File: config.mk
export PLATFORM = sky130hd
export DESIGN_NAME = sage_regs
export DESIGN_NICKNAME = d
export VERILOG_FILES = /design/src/sage_regs.v
export VERILOG_INCLUDE_DIRS = /design/src
export SDC_FILE = /design/constraint.sdc
export NUM_CORES = 1
export LEC_CHECK = 0
export ABC_AREA = 1
export ABC_CLOCK_PERIOD_IN_PS = 2700
export BUFFER_PORTS_ARGS = -buffer_cell sky130_fd_sc_hd__buf_2
export CAP_MARGIN = 20
export CORE_UTILIZATION = 40
export CTS_CLUSTER_SIZE = 10
export DETAILED_ROUTE_END_ITERATION = 10
export GPL_TIMING_DRIVEN = 0
export HOLD_SLACK_MARGIN = 0.08
export PLACE_DENSITY = 0.57
export SLEW_MARGIN = 25
export SYNTH_ARGS = -nofsm -noshare
export SYNTH_HDL_FRONTEND = slang
export SYNTH_SLANG_ARGS = --single-unit
export TNS_END_PERCENT = 1
File: constraint.sdc
create_clock -name clk_i -period 2.7 [get_ports clk_i]
set_input_delay 0 -clock clk_i [delete_from_list [all_inputs] [get_ports clk_i]]
set_output_delay 0 -clock clk_i [all_outputs]
set_load 0.02 [all_outputs]
File: src/sage_map.vh
`ifndef SAGE_MAP_VH
`define SAGE_MAP_VH

// Register byte offsets within the block.
`define SAGE_OFS_CORR_EN      12'h038
`define SAGE_OFS_UPD_EN       12'h078
`define SAGE_OFS_CNT0         12'h0f0
`define SAGE_OFS_CNT1         12'h0f4
`define SAGE_OFS_ADR0         12'h10c
`define SAGE_OFS_ADR1         12'h110
`define SAGE_OFS_DMA_PERMIT   12'h12c
`define SAGE_OFS_CTRL_PERMIT  12'h130
`define SAGE_OFS_FLAGS        12'h190
`define SAGE_OFS_CNT_CLR      12'h1a4

// Field layout and reset values.
`define SAGE_PERMIT_W         10
`define SAGE_PERMIT_RST       10'h3ff
`define SAGE_FLAG_W           4
`define SAGE_FLAG_RST         4'h0
`define SAGE_CORR_W           2
`define SAGE_CORR_RST         2'h0
`define SAGE_CNT_W            16
`define SAGE_ADR_W            13
`define SAGE_ADR_SINGLE_LSB   0
`define SAGE_ADR_DOUBLE_LSB   13

// Slave numbers guarded by the permit registers.
`define SAGE_SLV_SRAM0        3'h0
`define SAGE_SLV_SRAM1        3'h1
`define SAGE_SLV_NVM0         3'h2
`define SAGE_SLV_NVM1         3'h3
`define SAGE_SLV_DDR          3'h6

// Master numbers seen by the access check.
`define SAGE_MST_DMA_A        4'h3
`define SAGE_MST_DMA_B        4'h7
`define SAGE_MST_CTRL         4'h9

`endif

File: src/sage_regs.v
// Our own choices: the Wishbone interface to the registers and the register addresses.
`timescale 1ns/1ps
`include "sage_map.vh"

module sage_regs #(
  parameter ADDR_W = 12
) (
  input  wire                        clk_i,
  input  wire                        rst_i,
  input  wire                        wb_cyc_i,
  input  wire                        wb_stb_i,
  input  wire                        wb_we_i,
  input  wire [ADDR_W-1:0]           wb_adr_i,
  input  wire [3:0]                  wb_sel_i,
  input  wire [31:0]                 wb_dat_i,
  output reg  [31:0]                 wb_dat_o,
  output reg                         wb_ack_o,
  output reg                         wb_err_o,
  input  wire                        cfg_load_i,
  input  wire [`SAGE_PERMIT_W-1:0]   cfg_dma_permits_i,
  input  wire [`SAGE_PERMIT_W-1:0]   cfg_ctrl_permits_i,
  input  wire                        chk_valid_i,
  input  wire [3:0]                  chk_master_i,
  input  wire [2:0]                  chk_slave_i,
  input  wire                        chk_write_i,
  output reg                         chk_done_o,
  output reg                         chk_err_o,
  input  wire [1:0]                  sram_single_err_i,
  input  wire [1:0]                  sram_double_err_i,
  input  wire [2*`SAGE_ADR_W-1:0]    sram_err_addr_i,
  output reg  [`SAGE_CORR_W-1:0]     sram_correct_enable_o,
  output reg  [3:0]                  count_clear_o,
  output reg  [`SAGE_PERMIT_W-1:0]   dma_port_access_permits_o,
  output reg  [`SAGE_PERMIT_W-1:0]   controller_access_permits_o
);

  // This block is the guard and error book-keeping register group that
  // sits between software, the bus matrix and the two SRAM controllers.
  // Software reaches it over a classic Wishbone slave port with a fixed
  // single wait state.
  // The permit levels are loaded by the configuration path only and are
  // read-only to software, so a stray bus write cannot open a slave.
  // The error side keeps sticky flags, saturating counts and the word
  // address of the latest error of each kind for both SRAMs.
  // All state is reset synchronously and every output is registered, so
  // the consumers never see a combinational glitch from the bus decode.
  // Nothing here stalls the bus matrix: the access verdict always comes
  // exactly one cycle after the check request.

  // Software visible state.
  reg [`SAGE_FLAG_W-1:0]  sram_error_flags_r;
  reg [`SAGE_FLAG_W-1:0]  error_flag_update_enable_r;
  reg [`SAGE_CNT_W-1:0]   single_cnt_r [0:1];
  reg [`SAGE_CNT_W-1:0]   double_cnt_r [0:1];
  reg [`SAGE_ADR_W-1:0]   single_adr_r [0:1];
  reg [`SAGE_ADR_W-1:0]   double_adr_r [0:1];

  // Bus decode helpers.
  wire        req;
  wire        wr_fire;
  wire [31:0] wmask;
  wire [31:0] wbits;
  reg         hit;
  reg  [31:0] rdata;

  // Error events that are allowed to reach flags and counters.
  wire [3:0]  err_ev;
  wire [3:0]  flag_set;
  wire [3:0]  flag_clr;
  reg  [31:0] clr_word;
  reg         permit;
  reg  [3:0]  pidx;
  reg  [`SAGE_PERMIT_W-1:0] pvec;

  // A request is taken only while no answer is showing.
  // Masking with the answer keeps a strobe that is still high in the ack
  // cycle from being taken a second time.
  // The master has to drop cyc and stb for a cycle after the answer; a
  // strobe held high would be seen as a fresh request after the drop.
  // Byte enables mask the write data, so a partial write treats the
  // other bytes of a field as zero instead of leaving them untouched.
  // For the flag register a zero is a no-op, which is what the mask gives.
  // For the control registers a masked byte writes zero into its bits.
  assign req   = wb_cyc_i & wb_stb_i & ~wb_ack_o & ~wb_err_o;
  assign wmask = {{8{wb_sel_i[3]}}, {8{wb_sel_i[2]}},
                  {8{wb_sel_i[1]}}, {8{wb_sel_i[0]}}};
  assign wbits = wb_dat_i & wmask;
  // A write lands on the edge where the master sees ack.
  assign wr_fire = wb_cyc_i & wb_stb_i & wb_we_i & wb_ack_o;

  // Error events come straight from the SRAM controllers as one cycle
  // pulses, one pulse per detected error.
  // They are taken as synchronous to clk_i; no resynchronisation is done.
  // An event seen while correction is off for that SRAM is dropped here,
  // before it reaches the counts, the addresses or the flags.
  // The flags need the update enable as well, while the counts and the
  // captured addresses only need correction to be on.
  // That lets software silence the flags and still watch the counts grow.
  // Events only count while correction is on for that SRAM.
  assign err_ev = {sram_double_err_i[1] & sram_correct_enable_o[1],
                   sram_single_err_i[1] & sram_correct_enable_o[1],
                   sram_double_err_i[0] & sram_correct_enable_o[0],
                   sram_single_err_i[0] & sram_correct_enable_o[0]};
  // Flags also need their update enable.
  assign flag_set = err_ev & error_flag_update_enable_r;

  // Clear request from a write of ones to the flag register.
  always @* begin
    clr_word = 32'h0000_0000;
    if (wr_fire && wb_adr_i == `SAGE_OFS_FLAGS) begin
      clr_word = wbits;
    end
  end
  assign flag_clr = clr_word[`SAGE_FLAG_W-1:0];

  // The decode compares the full byte address, so any offset that is not
  // listed below answers with err and has no effect at all.
  // Unused bits of every register read back as zero.
  // The counter clear register is write-only and always reads zero, since
  // its strobes last one cycle and there is nothing left to show.
  // The count and address registers are read-only; a write to them is
  // acknowledged and ignored, so software sees no bus error for it.
  // Address decode and read multiplexer.
  always @* begin
    hit   = 1'b1;
    rdata = 32'h0000_0000;
    case (wb_adr_i)
      `SAGE_OFS_CORR_EN:
        rdata = {30'h0, sram_correct_enable_o};
      `SAGE_OFS_UPD_EN:
        rdata = {28'h0, error_flag_update_enable_r};
      `SAGE_OFS_CNT0:
        rdata = {double_cnt_r[0], single_cnt_r[0]};
      `SAGE_OFS_CNT1:
        rdata = {double_cnt_r[1], single_cnt_r[1]};
      `SAGE_OFS_ADR0:
        rdata = {6'h0, double_adr_r[0], single_adr_r[0]};
      `SAGE_OFS_ADR1:
        rdata = {6'h0, double_adr_r[1], single_adr_r[1]};
      `SAGE_OFS_DMA_PERMIT:
        rdata = {22'h0, dma_port_access_permits_o};
      `SAGE_OFS_CTRL_PERMIT:
        rdata = {22'h0, controller_access_permits_o};
      `SAGE_OFS_FLAGS:
        rdata = {28'h0, sram_error_flags_r};
      `SAGE_OFS_CNT_CLR:
        rdata = 32'h0000_0000;
      default: begin
        hit = 1'b0;
      end
    endcase
  end

  // Wishbone answer: ack or err one cycle after the request.
  always @(posedge clk_i) begin
    if (rst_i) begin
      wb_ack_o <= 1'b0;
      wb_err_o <= 1'b0;
      wb_dat_o <= 32'h0000_0000;
    end else begin
      wb_ack_o <= req & hit;
      wb_err_o <= req & ~hit;
      if (req & hit & ~wb_we_i) begin
        wb_dat_o <= rdata;
      end else begin
        wb_dat_o <= 32'h0000_0000;
      end
    end
  end

  // Both control registers reset to zero, so correction and flag updates
  // are off until software turns them on after the SRAMs are set up.
  // A write lands only on the edge where the master samples ack high,
  // which is the one edge at which the request is sure to be stable.
  // Bits above each field are dropped on write and read back as zero.
  // Control registers written by software.
  always @(posedge clk_i) begin
    if (rst_i) begin
      sram_correct_enable_o      <= `SAGE_CORR_RST;
      error_flag_update_enable_r <= `SAGE_FLAG_RST;
    end else if (wr_fire) begin
      if (wb_adr_i == `SAGE_OFS_CORR_EN) begin
        sram_correct_enable_o <= wbits[`SAGE_CORR_W-1:0];
      end
      if (wb_adr_i == `SAGE_OFS_UPD_EN) begin
        error_flag_update_enable_r <=
          wbits[`SAGE_FLAG_W-1:0];
      end
    end
  end

  // The permit levels reset to all ones, so every guarded access is
  // allowed until the configuration path says otherwise.
  // A load takes both registers in the same edge, so the bus matrix never
  // sees a mix of an old and a new permit set between the two masters.
  // Holding cfg_load_i high keeps following the configuration inputs.
  // The bus cannot change these registers; that path only reads them.
  // Permit registers: read only to software, loaded by configuration.
  always @(posedge clk_i) begin
    if (rst_i) begin
      dma_port_access_permits_o   <= `SAGE_PERMIT_RST;
      controller_access_permits_o <= `SAGE_PERMIT_RST;
    end else if (cfg_load_i) begin
      dma_port_access_permits_o   <= cfg_dma_permits_i;
      controller_access_permits_o <= cfg_ctrl_permits_i;
    end
  end

  // Flags are cleared by writing ones; writing zeros leaves them alone,
  // so software can clear one flag without a read-modify-write.
  // An event that arrives in the same edge as the clear sets the flag
  // again, so no error is ever lost between a read and its clear.
  // Sticky flags; a new event beats a clear in the same cycle.
  always @(posedge clk_i) begin
    if (rst_i) begin
      sram_error_flags_r <= `SAGE_FLAG_RST;
    end else begin
      sram_error_flags_r <= (sram_error_flags_r & ~flag_clr)
                            | flag_set;
    end
  end

  // Each written one gives a strobe of exactly one cycle, in the cycle
  // after the write edge; a held bus request cannot stretch it.
  // The strobes are also used inside this block to zero the counts, so
  // the count reads zero one cycle after the strobe.
  // Counter clear strobes, one cycle per written one.
  always @(posedge clk_i) begin
    if (rst_i) begin
      count_clear_o <= 4'h0;
    end else if (wr_fire && wb_adr_i == `SAGE_OFS_CNT_CLR) begin
      count_clear_o <= wbits[3:0];
    end else begin
      count_clear_o <= 4'h0;
    end
  end

  // The two SRAMs share one layout: bit 2*g of the event and strobe
  // vectors is the single-bit side of SRAM g, and bit 2*g+1 the double.
  // Counts stop at all ones so that a flood of errors can never wrap
  // around and look like a healthy memory.
  // A clear strobe beats an event in the same edge; that event is lost,
  // which is the price of a clear that always leaves a zero behind.
  // Per SRAM counters and captured error addresses.
  genvar g;
  generate
    for (g = 0; g < 2; g = g + 1) begin : g_sram
      wire s_ev;
      wire d_ev;
      wire s_clr;
      wire d_clr;
      assign s_ev  = err_ev[2*g];
      assign d_ev  = err_ev[2*g+1];
      assign s_clr = count_clear_o[2*g];
      assign d_clr = count_clear_o[2*g+1];

      // Counts hold at all ones; a clear strobe wins over an event.
      always @(posedge clk_i) begin
        if (rst_i) begin
          single_cnt_r[g] <= 16'h0000;
          double_cnt_r[g] <= 16'h0000;
        end else begin
          if (s_clr) begin
            single_cnt_r[g] <= 16'h0000;
          end else if (s_ev && single_cnt_r[g] != 16'hffff) begin
            single_cnt_r[g] <= single_cnt_r[g] + 16'h0001;
          end
          if (d_clr) begin
            double_cnt_r[g] <= 16'h0000;
          end else if (d_ev && double_cnt_r[g] != 16'hffff) begin
            double_cnt_r[g] <= double_cnt_r[g] + 16'h0001;
          end
        end
      end

      // Most recent failing word address of each kind.
      always @(posedge clk_i) begin
        if (rst_i) begin
          single_adr_r[g] <= 13'h0000;
          double_adr_r[g] <= 13'h0000;
        end else begin
          if (s_ev) begin
            single_adr_r[g] <=
              sram_err_addr_i[g*`SAGE_ADR_W +: `SAGE_ADR_W];
          end
          if (d_ev) begin
            double_adr_r[g] <=
              sram_err_addr_i[g*`SAGE_ADR_W +: `SAGE_ADR_W];
          end
        end
      end
    end
  endgenerate

  // The lookup is purely combinational and is registered below.
  // Masters 3 and 7 share one permit set, master 9 has its own, and any
  // other master is not guarded here and is always allowed.
  // Slaves outside the guarded five are always allowed as well.
  // Each guarded slave owns a pair of bits: read at the even bit and
  // write at the odd bit just above it.
  // A cleared bit makes the bus matrix end the access with an error.
  // Permit lookup for one bus matrix access.
  always @* begin
    pidx   = 4'h0;
    pvec   = {`SAGE_PERMIT_W{1'b0}};
    permit = 1'b0;
    case (chk_master_i)
      `SAGE_MST_DMA_A, `SAGE_MST_DMA_B: begin
        pvec = dma_port_access_permits_o;
      end
      `SAGE_MST_CTRL: begin
        pvec = controller_access_permits_o;
      end
      default: begin
        pvec = {`SAGE_PERMIT_W{1'b1}};
      end
    endcase
    case (chk_slave_i)
      `SAGE_SLV_SRAM0: pidx = 4'h0;
      `SAGE_SLV_SRAM1: pidx = 4'h2;
      `SAGE_SLV_NVM0:  pidx = 4'h4;
      `SAGE_SLV_NVM1:  pidx = 4'h6;
      `SAGE_SLV_DDR:   pidx = 4'h8;
      default:         pidx = 4'hf;
    endcase
    if (pidx == 4'hf) begin
      permit = 1'b1;
    end else begin
      // Read permit at even bit, write permit one above.
      permit = pvec[pidx + {3'h0, chk_write_i}];
    end
  end

  // Back to back requests are allowed; each one gets its own verdict.
  // The error flag is only meaningful while done is high.
  // Verdict registered one cycle after the check request.
  always @(posedge clk_i) begin
    if (rst_i) begin
      chk_done_o <= 1'b0;
      chk_err_o  <= 1'b0;
    end else begin
      chk_done_o <= chk_valid_i;
      chk_err_o  <= chk_valid_i & ~permit;
    end
  end

endmodule // sage_regs

* Word level (Yosys, flattened, before mapping)
Memory sizes are Yosys's and may differ from the RTL's. Index checks and enable logic that the tools add are counted.
Word-level totals: flip-flop bits (word level) 70, RAM bits 116, bits of input ports 113, output and inout port bits 62, word-level logic and storage cells 155, memories 4
Memory list:
- double_cnt_r | words 2, bits a word 16, read ports 2, clocked after memory_dff 0, wr ports 2, RTL line sage_regs.v:54 | reg [`SAGE_CNT_W-1:0] double_cnt_r [0:1];
- single_cnt_r | words 2, bits a word 16, read ports 2, clocked after memory_dff 0, wr ports 2, RTL line sage_regs.v:53 | reg [`SAGE_CNT_W-1:0] single_cnt_r [0:1];
- double_adr_r | words 2, bits a word 13, read ports 2, clocked after memory_dff 0, wr ports 2, RTL line sage_regs.v:56 | reg [`SAGE_ADR_W-1:0] double_adr_r [0:1];
- single_adr_r | words 2, bits a word 13, read ports 2, clocked after memory_dff 0, wr ports 2, RTL line sage_regs.v:55 | reg [`SAGE_ADR_W-1:0] single_adr_r [0:1];
Cells by class: add/sub/neg operators 5, magnitude comparators 1, eq/ne operators 22, muxes and demuxes 62, bitwise operators 37, reduce and logical (&&, ||, !) cells 13
Operator list (count):
- one-hot mux 32 bit (9 select lines) | 1
- two-way mux 16 bit | 8
- == test 12 x 9 -> 1 bit (second input constant) | 6
- adder 16 x 1 -> 16 bit (second input constant) | 4
- inequality test 16 bit (second input constant) | 4
- two-way mux 13 bit | 4
- two-way mux 1 bit | 45
- == test 12 x 8 -> 1 bit (second input constant) | 2
- one-hot mux 10 bit (2 select lines) | 1
- one-hot mux 4 bit (5 select lines) | 1
- AND 1 bit | 13
- AND 4 bit | 3
- == test 12 x 6 -> 1 bit (second input constant) | 1
- == test 12 x 7 -> 1 bit (second input constant) | 1
- OR 1 bit | 12
- OR reduction 10 bit | 1
- == test 4 bit (second input constant) | 2
- inverter 1 bit | 7
- == test 3 x 2 -> 1 bit (second input constant) | 2
- logical AND 1 bit | 6
- OR reduction 2 bit | 3
- less-than comparator 4 x 5 -> 1 bit (second input constant) | 1
- adder 4 x 1 -> 4 bit | 1
- binary-select mux 1 bit (select 4 bit) | 1
- 9 further kinds | 10

* Depth between registers and ports, before layout
depth after elaboration 8, gate-level depth with buffers 12, depth with buffers taken out 12

* Least setup slack after synthesis
OpenSTA, ideal clock, no wires.
kind reg2reg, from memory double_cnt_r[1][0] (netlist name), to memory double_cnt_r[1][0] (netlist name) (enable), setup time 362 ps, arrival 1810 ps, data required time 2338 ps, path slack 529 ps, stages on the path, launching flop included 11, path buffers 1, clock period less this slack 2171 ps, cell sequence edfxtp_1 ha_1 nand2_1 nor2_2 nand3_1 or2_1 nor2_2 nand2_1 nand2_2 buf_4 nand2_1
RTL lines (RTL line):
- start, declared | sage_regs.v:54

==> results.sh <==
export IMPL_max_slew_worst_pin_slew_ns=0.875
export IMPL_ys_top_cells_by_area="edfxtp_1 (37%), dfxtp_1 (15%), nand2_1 (7.9%)"
export IMPL_status="completed"
export IMPL_path_clk_slew_ns=0.08
export IMPL_yosysMostFrequentCell="nand2_1"
export IMPL_synth_cell_types=47
export IMPL_synth_edf_count=116
export IMPL_async_reset_ff_share_pct=0
export IMPL_design_power_total_mw=6.26
export IMPL_vias=8345
export IMPL_drtIter0Drc=550
export IMPL_gr_usage_all_layers_pct=24.3
export IMPL_wl_um=28300
export IMPL_io_pins=175
export IMPL_whs_ns=0.124
export IMPL_cts_root_buf="clkbuf_16"
export IMPL_crit_required_ns=2.80
export IMPL_grt_pass1_wl_um=43400
export IMPL_powerDensity_nw_per_um2=532
export IMPL_yosysTopAreaCellShare_pct=37.5
export IMPL_period_minus_slack_ns=2.44
export IMPL_p_clk_share_pct=41.7
export IMPL_die_w_um=154
export IMPL_synth_warnings=0
export IMPL_placed_cells=1534
export IMPL_grt_max_degree=17
export IMPL_cts_buffer_depth=2
export IMPL_max_slew_margin_pct=41.7
export IMPL_drive_gt1_share_pct=18.2
export IMPL_synth_ff_type="edfxtp_1"
export IMPL_finalWorstSetupSlack_ns=0.256
export IMPL_nets=1463
export IMPL_htree_levels=4
export IMPL_hold_viol_final=0
export IMPL_cp_arrival_ns=2.54
export IMPL_endpoint_kind="register"
export IMPL_dp_slack_ns=-0.00796
export IMPL_antenna_cells=0
export IMPL_max_stage_delay_ns=0.42
export IMPL_gp_congestion=0.895
export IMPL_cap_violations=0
export IMPL_skew_ns=0.0146
export IMPL_antenna_found_initial=0
export IMPL_grt_overflow_total=0
export IMPL_placedInstanceArea_um2=10400
export IMPL_coreArea_um2=22700
export IMPL_yosysTopAreaCell="edfxtp_1"
export IMPL_combPwrFrac_pct=7.8
export IMPL_cts_buffers=17
export IMPL_power_leakage_nw=4.91
export IMPL_ant_nets=0
export IMPL_firstDrtPassIters=5
export IMPL_critPathLaunchType="register"
export IMPL_syn_inst=1107
export IMPL_ys_seq_area_share_pct=52.5
export IMPL_synth_area_um2=9300
export IMPL_p_int_mw=4.77
export IMPL_synth_seq_cells=186
export IMPL_critical_path_class="register to register"
export IMPL_period_share_pct=90.5
export IMPL_switching_power_mw=1.50
export IMPL_die_h_um=154
export IMPL_hold_path_class="input port to register"
export IMPL_synth_area_per_cell_um2=8.40
export IMPL_die_area_um2=23900
export IMPL_fmax_ghz=0.409
export IMPL_post_route_drc_count=0
export IMPL_setup_violations_final=0
export IMPL_cts_sink_count=186
export IMPL_cp_max_fo=16
export IMPL_maxSlewViolCount=0
export IMPL_area_delta_synth_final_pct=26.6
export IMPL_wire_per_inst_um=17.2
export IMPL_grt_pass1_vias=8054
export IMPL_avgViaCountPerCell=5.08
export IMPL_cts_tree="done"
export IMPL_p_sw_share_pct=23.9
export IMPL_cpMaxStageDelayCell="o31ai_4"
export IMPL_rows=55
export IMPL_final_area_um2=11800
export IMPL_clock_latency_ns=0.44
export IMPL_rsz0062_at_grt="no"
export IMPL_fin_setup_tns_ns=0
export IMPL_final_cells=1643
export IMPL_worstPathCellList="ha_1, nand3_1, nor2_1, nand3_2, o31ai_4, buf_6, nand2_2"
export IMPL_start_util_pct=40.9
export IMPL_power_frac_seq_pct=50.5
export IMPL_irDropWorstVdd_mv=0.369
export IMPL_port_buffers=142
export IMPL_hpwl_um=20900
export IMPL_syn_num_nets=1225
export IMPL_fin_util_pct=51.8
export IMPL_synth_common_cells="nand2_1 (196), nor2_1 (184), inv_1 (153)"
## critical path: cells and delay by family (launching register included)
family / cells / cell delay [ns]
flip-flops: 1 / 0.41
AO/OA/AOI/OAI: 1 / 0.42
adder cells (fa/ha/maj): 1 / 0.21
AND/OR/NAND/NOR: 4 / 0.85
buffers and inverters: 1 / 0.22
## power by group through the flow
stage	sequential, mW	combinational (mW)	clock, mW
after detailed placement	3.23	0.397	0
after CTS	3.16	0.485	2.63
final	3.16	0.490	2.61
after global placement	3.23	0.396	0
after floorplan	3.23	0.205	0
after global routing	3.18	0.539	2.72
## routing by layer
layer	track usage [%]	part of all wire (%)
met1	30.9	44
met2	41.8	48
met3	3.17	5.2
met4	10.2	3.0
met5	0	0
## placed cells by master, fill, tap and decap left out, types with 8 or more instances in the layout
master and count:
buf_2 146, o22ai_1 22, nand3_1 79, o21ai_0 52, xor2_1 25, a21oi_1 29, edfxtp_1 116, nor2_1 184
nand2_1 193, a211oi_1 8, dlygate4sd3_1 77, nor3_1 30, nand4_1 24, nor2_2 28, inv_1 153, clkbuf_1 16
dfxtp_1 70, clkbuf_16 19
## path summary, 6_finish.rpt
kind,slack (ns),start,end,depth (start not counted)
setup / recovery,0.26,single_cnt_r[0][0],single_cnt_r[0][11],7
setup reg to reg,0.26,single_cnt_r[0][0],single_cnt_r[0][11],7
hold / removal,0.12,wb_adr_i[7],error_flag_update_enable_r[0],4
hold reg to reg,0.48,sram_error_flags_r[0],sram_error_flags_r[0],2
## area by class of cell
| type | instances | area (um^2) |
|---|---|---|
| fillers | 2195 | 10900 |
| flip-flops and latches | 186 | 4880 |
| multi-input cells | 732 | 3650 |
| repair buffers | 219 | 1480 |
| inverters | 159 | 597 |
| clock buffers | 22 | 517 |
| well taps | 285 | 357 |
| plain buffers | 30 | 179 |
| clock inverters | 10 | 103 |
## repair_timing
action,CTS,global route
endpoints found under the hold margin,92,0
hold buffers,77,0
buffers inserted,0,0
setup endpoints to repair,16,48
resized for setup,1,3
## cell families after synthesis
family	count (synthesis)	share of synthesized area, %
simple gates	575	28.0
buf+inv	189	8.34
flops	186	52.5
compound gates	125	7.90
xor+xnor	27	2.54
fa+ha+maj	5	0.673
## state kept, by name (all words and copies together), names as in the netlist
name and flops:
chk_done_o 1, chk_err_o 1, controller_access_permits_o 10, count_clear_o 4, dma_port_access_permits_o 10, double_adr_r 26, double_cnt_r 32, error_flag_update_enable_r 4
single_adr_r 26, single_cnt_r 32, sram_correct_enable_o 2, sram_error_flags_r 4, wb_ack_o 1, wb_dat_o 32, wb_err_o 1
Note: power is estimated with default switching activity, not from simulation.
